`src/logic/asr_regs.svh`:
```
`ifndef ASR_REGS_SVH
`define ASR_REGS_SVH
// Clock period in ns
`define ASR_CLK_PERIOD_NS 10
// Bus widths
`define ASR_ADDR_W 15
`define ASR_DATA_W 8
// Timing figures in ns (recovery in ms), slow grade (covers fast grade too)
`define ASR_T_CYCLE_NS 20
`define ASR_T_ACCESS_NS 20
`define ASR_T_CLZ_NS 3
`define ASR_T_CHZ_NS 10
`define ASR_T_OHZ_NS 10
`define ASR_T_WHZ_NS 10
`define ASR_T_CW_NS 12
`define ASR_T_AW_NS 15
`define ASR_T_DW_NS 10
`define ASR_T_DH_NS 0
`define ASR_T_OW_NS 3
`define ASR_T_CDR_NS 0
`define ASR_T_RECOVER_MS 5
// Cycle counts: least times round up, never below one
`define ASR_CEIL(ns) ((((ns) + `ASR_CLK_PERIOD_NS - 1) / `ASR_CLK_PERIOD_NS) < 1 ? 1 : \
  (((ns) + `ASR_CLK_PERIOD_NS - 1) / `ASR_CLK_PERIOD_NS))
`define ASR_CYC_ACCESS (`ASR_CEIL(`ASR_T_ACCESS_NS) + 1)
`define ASR_CYC_HZ `ASR_CEIL(`ASR_T_CHZ_NS)
`define ASR_CYC_WP `ASR_CEIL(`ASR_T_AW_NS)
`define ASR_CYC_CDR `ASR_CEIL(`ASR_T_CDR_NS)
`define ASR_RECOVER_CYC 500000
`endif

```
`src/logic/asr_pkg.sv`:
```
`default_nettype none
package asr_pkg;
  typedef enum logic [6:0] {
    ASR_IDLE = 7'h01,
    ASR_RD = 7'h02,
    ASR_RD_END = 7'h04,
    ASR_WR_SETUP = 7'h08,
    ASR_WR = 7'h10,
    ASR_WR_END = 7'h20,
    ASR_RET = 7'h40
  } asr_state_t;
endpackage
`default_nettype wire

```
`src/logic/asr_host.sv`:
```
// What this block does
// - Write happens only while select and write enable are both low.
// - Host holds select low at least 12 ns before write end.
// - Host holds write address stable 15 ns before write end.
// - Host drives write data at least 10 ns before write end.
// - Host may drop write data at write end; hold is zero.
// - Host never drives against device output at write start or end.
// - If select stays low after write, pins turn outputs; host avoids conflict.
// - Deselect before supply drop; wait 5 ms after recovery before use.
`timescale 1ns/10ps
`default_nettype none
`include "asr_regs.svh"
module asr_host #(
  parameter int RECOVER_CYC = `ASR_RECOVER_CYC
) (
  input wire logic core_clk_in, // Clock, 100 MHz
  input wire logic reset_in, // Async reset, active high
  input wire logic req_valid_in, // Access request
  input wire logic req_write_in, // 1 write, 0 read
  input wire logic [`ASR_ADDR_W-1:0] req_addr_in, // Byte address
  input wire logic [`ASR_DATA_W-1:0] req_wdata_in, // Write data
  output logic req_ready_out, // Request taken this cycle
  output logic [`ASR_DATA_W-1:0] rdata_out, // Read data
  output logic rdata_valid_out, // Read data pulse
  input wire logic retention_req_in, // Enter low-supply retention
  input wire logic supply_ok_in, // Supply restored after retention
  output logic retention_ok_out, // Safe to drop supply
  output logic chip_sel_n_out, // Chip select, active low
  output logic write_en_n_out, // Write enable, active low
  output logic out_en_n_out, // Output enable, active low
  output logic [`ASR_ADDR_W-1:0] word_address_lines_out, // Address pins
  input wire logic [`ASR_DATA_W-1:0] shared_data_lines_in, // Data pins in
  output logic [`ASR_DATA_W-1:0] shared_data_lines_out, // Data pins out
  output logic shared_data_lines_oe_out // Host drives data pins
);
  localparam int CW = 20;
  asr_pkg::asr_state_t state;
  asr_pkg::asr_state_t next_state;
  logic [`ASR_ADDR_W-1:0] addr;
  logic [`ASR_ADDR_W-1:0] next_addr;
  logic [`ASR_DATA_W-1:0] wdata;
  logic [`ASR_DATA_W-1:0] next_wdata;
  logic [`ASR_DATA_W-1:0] rdata;
  logic [`ASR_DATA_W-1:0] next_rdata;
  logic rvalid;
  logic next_rvalid;
  logic recovering;
  logic next_recovering;
  logic cnt_load;
  logic [CW-1:0] cnt_value;
  logic cnt_done;
  logic next_cs_n;
  logic next_we_n;
  logic next_oe_n;
  logic next_data_oe;

  // Shared phase timer
  asr_counter #(.W(CW)) u_timer (
    .core_clk_in(core_clk_in),
    .reset_in(reset_in),
    .load_in(cnt_load),
    .value_in(cnt_value),
    .done_out(cnt_done)
  );

  // Sequencing of standby, read, write and retention phases
  always_comb
  begin
    next_state = state;
    next_addr = addr;
    next_wdata = wdata;
    next_rdata = rdata;
    next_rvalid = 1'b0;
    next_recovering = recovering;
    cnt_load = 1'b0;
    cnt_value = '0;
    unique case (state)
      asr_pkg::ASR_IDLE:
      begin
        if (recovering)
        begin
          if (cnt_done)
            next_recovering = 1'b0;
        end
        else if (retention_req_in)
        begin
          next_state = asr_pkg::ASR_RET;
          cnt_load = 1'b1;
          cnt_value = CW'(`ASR_CYC_CDR);
        end
        else if (req_valid_in && cnt_done)
        begin
          next_addr = req_addr_in;
          next_wdata = req_wdata_in;
          cnt_load = 1'b1;
          if (req_write_in)
          begin
            // Address settles and device drivers float before data goes on
            next_state = asr_pkg::ASR_WR_SETUP;
            cnt_value = CW'(`ASR_CYC_HZ);
          end
          else
          begin
            next_state = asr_pkg::ASR_RD;
            cnt_value = CW'(`ASR_CYC_ACCESS);
          end
        end
      end
      asr_pkg::ASR_RD:
      begin
        if (cnt_done)
        begin
          next_rdata = shared_data_lines_in;
          next_rvalid = 1'b1;
          next_state = asr_pkg::ASR_RD_END;
          cnt_load = 1'b1;
          cnt_value = CW'(`ASR_CYC_HZ);
        end
      end
      asr_pkg::ASR_WR_SETUP:
      begin
        if (cnt_done)
        begin
          next_state = asr_pkg::ASR_WR;
          cnt_load = 1'b1;
          cnt_value = CW'(`ASR_CYC_WP);
        end
      end
      asr_pkg::ASR_WR:
      begin
        if (cnt_done)
        begin
          next_state = asr_pkg::ASR_WR_END;
          cnt_load = 1'b1;
          cnt_value = CW'(1);
        end
      end
      asr_pkg::ASR_RD_END, asr_pkg::ASR_WR_END:
      begin
        // Bus turnaround gap before the next access
        if (cnt_done)
          next_state = asr_pkg::ASR_IDLE;
      end
      asr_pkg::ASR_RET:
      begin
        if (!retention_req_in && supply_ok_in)
        begin
          next_state = asr_pkg::ASR_IDLE;
          next_recovering = 1'b1;
          cnt_load = 1'b1;
          cnt_value = CW'(RECOVER_CYC);
        end
      end
      default:
        next_state = asr_pkg::ASR_IDLE;
    endcase
  end

  // State registers
  always_ff @(posedge core_clk_in or posedge reset_in)
  begin
    if (reset_in)
    begin
      state <= asr_pkg::ASR_IDLE;
      addr <= '0;
      wdata <= '0;
      rdata <= '0;
      rvalid <= 1'b0;
      recovering <= 1'b0;
    end
    else
    begin
      state <= next_state;
      addr <= next_addr;
      wdata <= next_wdata;
      rdata <= next_rdata;
      rvalid <= next_rvalid;
      recovering <= next_recovering;
    end
  end

  // Pin levels for the coming cycle: select low in every access phase, high otherwise
  always_comb
  begin
    next_cs_n = !(next_state == asr_pkg::ASR_RD || next_state == asr_pkg::ASR_WR_SETUP ||
                  next_state == asr_pkg::ASR_WR);
    next_we_n = (next_state != asr_pkg::ASR_WR);
    next_oe_n = (next_state != asr_pkg::ASR_RD);
    // Host drives data only while outputs are disabled and the pulse runs
    next_data_oe = (next_state == asr_pkg::ASR_WR);
  end

  // Strobes leave flip-flops, so no decode glitch can open a stray write
  always_ff @(posedge core_clk_in or posedge reset_in)
  begin
    if (reset_in)
    begin
      chip_sel_n_out <= 1'b1;
      write_en_n_out <= 1'b1;
      out_en_n_out <= 1'b1;
      shared_data_lines_oe_out <= 1'b0;
    end
    else
    begin
      chip_sel_n_out <= next_cs_n;
      write_en_n_out <= next_we_n;
      out_en_n_out <= next_oe_n;
      shared_data_lines_oe_out <= next_data_oe;
    end
  end

  // Address and data pins come straight from their registers
  assign word_address_lines_out = addr;
  assign shared_data_lines_out = wdata;
  assign rdata_out = rdata;
  assign rdata_valid_out = rvalid;
  assign req_ready_out = (state == asr_pkg::ASR_IDLE) && !recovering && !retention_req_in &&
                         cnt_done && req_valid_in;
  assign retention_ok_out = (state == asr_pkg::ASR_RET) && cnt_done;
endmodule
`default_nettype wire

```
`src/logic/asr_counter.sv`:
```
`timescale 1ns/10ps
`default_nettype none
// Loadable down counter used for every timed phase
module asr_counter #(
  parameter int W = 20
) (
  input wire logic core_clk_in, // Clock
  input wire logic reset_in, // Async reset, active high
  input wire logic load_in, // Load pulse
  input wire logic [W-1:0] value_in, // Value to load
  output logic done_out // Count has reached zero
);
  logic [W-1:0] count;
  logic [W-1:0] next_count;
  // Next count
  always_comb
  begin
    next_count = count;
    if (load_in)
      next_count = value_in;
    else if (count != '0)
      next_count = count - W'(1);
  end
  // Register
  always_ff @(posedge core_clk_in or posedge reset_in)
  begin
    if (reset_in)
      count <= '0;
    else
      count <= next_count;
  end
  // Done looks only at the count, so a load that depends on it forms no loop
  assign done_out = (count == '0);
endmodule
`default_nettype wire

```
`config.mk`:
```
export PLATFORM = sky130hd
export DESIGN_NAME = asr_host
export DESIGN_NICKNAME = d
export VERILOG_FILES = /design/src/logic/asr_pkg.sv /design/src/logic/asr_host.sv /design/src/logic/asr_counter.sv
export VERILOG_INCLUDE_DIRS = /design/src /design/src/logic
export SDC_FILE = /design/constraint.sdc
export NUM_CORES = 1
export LEC_CHECK = 0
export BUFFER_PORTS_ARGS = -buffer_cell sky130_fd_sc_hd__clkbuf_2
export CORE_ASPECT_RATIO = 0.8
export CORE_UTILIZATION = 41
export CTS_BUF_LIST = sky130_fd_sc_hd__clkbuf_16
export DETAILED_ROUTE_END_ITERATION = 8
export GPL_TIMING_DRIVEN = 0
export PLACE_DENSITY = 0.65
export SLEW_MARGIN = 5
export SYNTH_ARGS = -nofsm -noshare
export SYNTH_HDL_FRONTEND = slang
export SYNTH_SLANG_ARGS = --single-unit
```
`constraint.sdc`:
```
create_clock -name core_clk_in -period 7.75 [get_ports core_clk_in]
set_input_delay 0.3875 -clock core_clk_in [delete_from_list [all_inputs] [get_ports core_clk_in]]
set_output_delay 0.3875 -clock core_clk_in [all_outputs]
set_load 0.005 [all_outputs]
```
==> summary.md <==
The run finished with clean final reports. Prevailing post-synth register cell: dfrtp_1. The tightest hold path in the finished design has a slack of 0.198 ns. The clock period could shrink to 3.39 ns. At the placement stage, the worst setup path has a slack of 4.34 ns.

The net count of the finished layout is 400. A synthesized cell averages 11.2 um^2. In this run the worst path has a maximum fanout of 9. The final core utilization came out at 55.3%. The dominant cell by count in the synthesized netlist is dfrtp_1.

For the placed wire-length estimate, the log shows 4780 um. TritonCTS built the clock tree. After synthesis, the largest area contributor takes up 48.5% of total cell area. The number of buffers inserted by port buffering is 74, and the number of resized instances in the post-cts repair step is 0. The synthesized netlist devotes 16.3% of its cell area to simple gates. The routed layout has 2409 vias.

For the arrival time at the worst endpoint, the log shows 3.61 ns. Summing the sequential cell areas from Yosys gives 51.9% of the chip area. The share of final-layout standard cells stronger than drive strength 1 was 36.8%; the detailed-route vias per instance was 5.31.

The cell sitting at the root of the clock tree is a clkbuf_16. Dividing the final minimum period by the clock period gives 43.8%. For the number of sinks driven by the clock tree, the log shows 64.

After synthesis, the largest family of logic cells by area is simple AND/OR/NAND/NOR gates. The data required time at the worst endpoint is 7.96 ns. The cell with the biggest individual delay on the critical path was nor4b_1.

Across the VDD grid, the largest voltage drop is 0.178 mV. In the post-synthesis netlist, the biggest area contributors are dfrtp_1 49%, mux2_4 9.2%, mux2_2 4.4%, nor2_1 3.9%, o21ai_0 3.7%. The number of enable-type register cells in the synthesized netlist is 0.

The number of post-CTS setup repair buffers is 0. In this design, the largest share of critical-path delay is due to simple AND/OR/NAND/NOR gates. The post-detailed-route wirelength per cell is 15.2 um, and the flip-flop and latch count after synthesis is 64. The area of the placeable core was 7090 um^2; the achievable frequency was 295 MHz. For this run the aggregate overflow at the end of global routing stands at 0.

Relative to the synthesized area, the layout overhead comes to 26.7%. The logs give 1.94 nW for the leakage power and 2 for the buffer depth of the longest clock path. Distinct cell type count of the synthesized netlist: 46.

The tools report the residual antenna-violating net count after detailed routing as 0. The die width is 99.1 um. The filler cell count in the final layout is 612, and the worst setup slack after layout is 4.36 ns.

After detailed routing, the number of remaining DRC violations is 0. After synthesis the cells add up to 3100 um^2. The critical path in this run is classified as flip-flop to flip-flop.

The initial core utilization was 43.6%. STA classifies the critical path startpoint as a flip-flop. After clock tree synthesis, the clock-pin slew on the worst setup and hold paths is 0.05 ns. The length of the first detailed-routing pass in iterations is 4. The critical path buffer and inverter count was 1. Counting every net in the synthesized netlist gives 315.

Setup repair after global routing left no endpoint under its margin. Global routing consumed, over all layers together, 18.9% of the routing resources. For this block, the initial DRC count from the detailed router was 82. The number of clock buffers added by TritonCTS is 9. The xor/xnor share of the synthesized area works out to 5.66%.

The worst setup path is captured at a flip-flop. The tools report the number of diodes as 0. Summed over all layers, the routed wires come to 6920 um. The final number of max-transition violations was 0.

The initial antenna violation count came out at 0. The synthesized-area fraction occupied by ao, oa, aoi and oai cells works out to 8.57%. Clock skew on the completed layout was measured at 0.00717 ns. The total of max-cap violations was 0; the clock latency at the later pin of the worst-skew pair was 0.33 ns. Walking the worst path, the cells encountered are inv_1 -> ha_1 -> nor3b_1 -> nor4b_1 -> nand2_2 -> nor2_2 -> mux2_2. Power spread over the standard cell area amounts to 207 nW/um^2.

In the synthesized netlist the async set-or-reset flop fraction comes to 100%. Setup violations remaining at the end of the flow were counted as 0. The commonest cells after synthesis are 60 x dfrtp_1, 32 x nor2_1, 23 x o21ai_0. The die height was 79.7 um; the number of ports placed on the die boundary was 75. The run gives 0 as the number of endpoints with negative hold slack in the final report.

Entering global routing, the biggest net connects 65 pins. For this design, the CTS-stage hold fixing added 0 buffers. The via count of the first global-routing pass came out at 2340. The Yosys step of the flow raised 0 warnings. After Yosys synthesis, full adders, half adders and majority gates account for 0.404% of the synthesized area. The logs give 0 ns for the sum of negative setup slack and 27 for the number of standard-cell rows in the floorplan. The floorplan step defined a die boundary enclosing 7900 um^2. The biggest area contributor in the post-synthesis netlist is dfrtp_1. The congestion estimate from routability-driven global placement came to 0.802.

The proportion of synthesized area in mux cells came out at 13.9%. CTS built an H-tree with a depth of 3. The global-route wire length before repair came out at 11400 um. The worst pin sits at a relative slew slack of 34.5%. Synthesis produced 277 cells. Type of the most critical hold path: input pin to async pin. Measured slew at the worst slew-check pin: 0.968 ns.

The maximum single-stage delay on the critical path works out to 0.86 ns.
per-stage QoR:
stage	cells	instance area [um^2]	power [mW]
floorplan	277	3100	0.346
global placement	438	3570	0.358
detailed placement	438	3580	0.358
CTS	454	3920	0.825
global route	454	3920	0.841
finish	454	3920	0.814
registers in the layout, indices dropped and copies added (netlist names):
name	count
chip_sel_n_out	1
out_en_n_out	1
rdata_out	8
rdata_valid_out	1
recovering	1
shared_data_lines_oe_out	1
shared_data_lines_out	8
state	7
u_timer.count	20
word_address_lines_out	15
write_en_n_out	1
report_power, final:
part / internal (mW) / leakage (nW) / switching (mW)
clock: 0.314 / 0.167 / 0.147
combinational: 0.00708 / 0.949 / 0.0103
sequential: 0.334 / 0.819 / 0
total: 0.656 / 1.94 / 0.158
placed cells by master (no fill, tap or decap), drive strengths merged, types with 3 or more instances in the layout:
cell type and instances:
clkinv 4, xnor2 8, buf 5, nor4b 3, nand3 8, inv 7
o211ai 3, o21ai 23, nor4 7, dfrtp 60, mux2 31, nor3 10
a21oi 5, nor2 33, xor2 12, nand2 12, bufinv 3, or4 7
clkbuf 92, dfstp 4
per-layer routing:
layer / global-route usage [%] / share of wire, % / vias to the layer above
met5: 0 / 0 / -
met4: 6.91 / 1.5 / 0
met3: 6.13 / 5.4 / 9
met2: 29.4 / 48 / 78
met1: 24.9 / 45 / 1166
li1: - / - / 1156
layout make-up:
cell class	count	area, um^2	share of cell area (%)
Multi-Input combinational cell	192	1390	35.4
Clock buffer	9	225	5.74
Clock inverter	7	120	3.06
Timing Repair Buffer	74	370	9.44
Sequential cell	64	1610	41.0
Tap cell	87	109	2.78
Buffer	14	75.1	1.91
Inverter	7	28.8	0.734
worst paths after layout:
check,startpoint,to,slack [ns],cells after the start
max,u_timer.count[0]$_DFFE_PP0P_,rdata_out[1]$_DFFE_PP0P_,4.36,7
min,reset_in,rdata_out[3]$_DFFE_PP0P_,0.20,2
max reg2reg,u_timer.count[0]$_DFFE_PP0P_,rdata_out[1]$_DFFE_PP0P_,4.36,7
min reg2reg,shared_data_lines_out[6]$_DFFE_PP0P_,shared_data_lines_out[6]$_DFFE_PP0P_,0.51,1
max in group asynchronous,reset_in,state[4]$_DFF_PP0_,7.05,2
min in group core_clk_in,req_wdata_in[5],shared_data_lines_out[5]$_DFFE_PP0P_,0.29,2
kinds of logic (layout without fill, tap and decap cells):
logic type	count (synthesis)	in the layout
AO/OA/AOI/OAI	44	44
XOR/XNOR	20	20
adder cells (fa/ha/maj)	1	1
buffers and inverters	21	111
flip-flops	64	64
multiplexers	32	32
AND/OR/NAND/NOR	95	95
No activity file was read; power rests on OpenSTA's default activity.
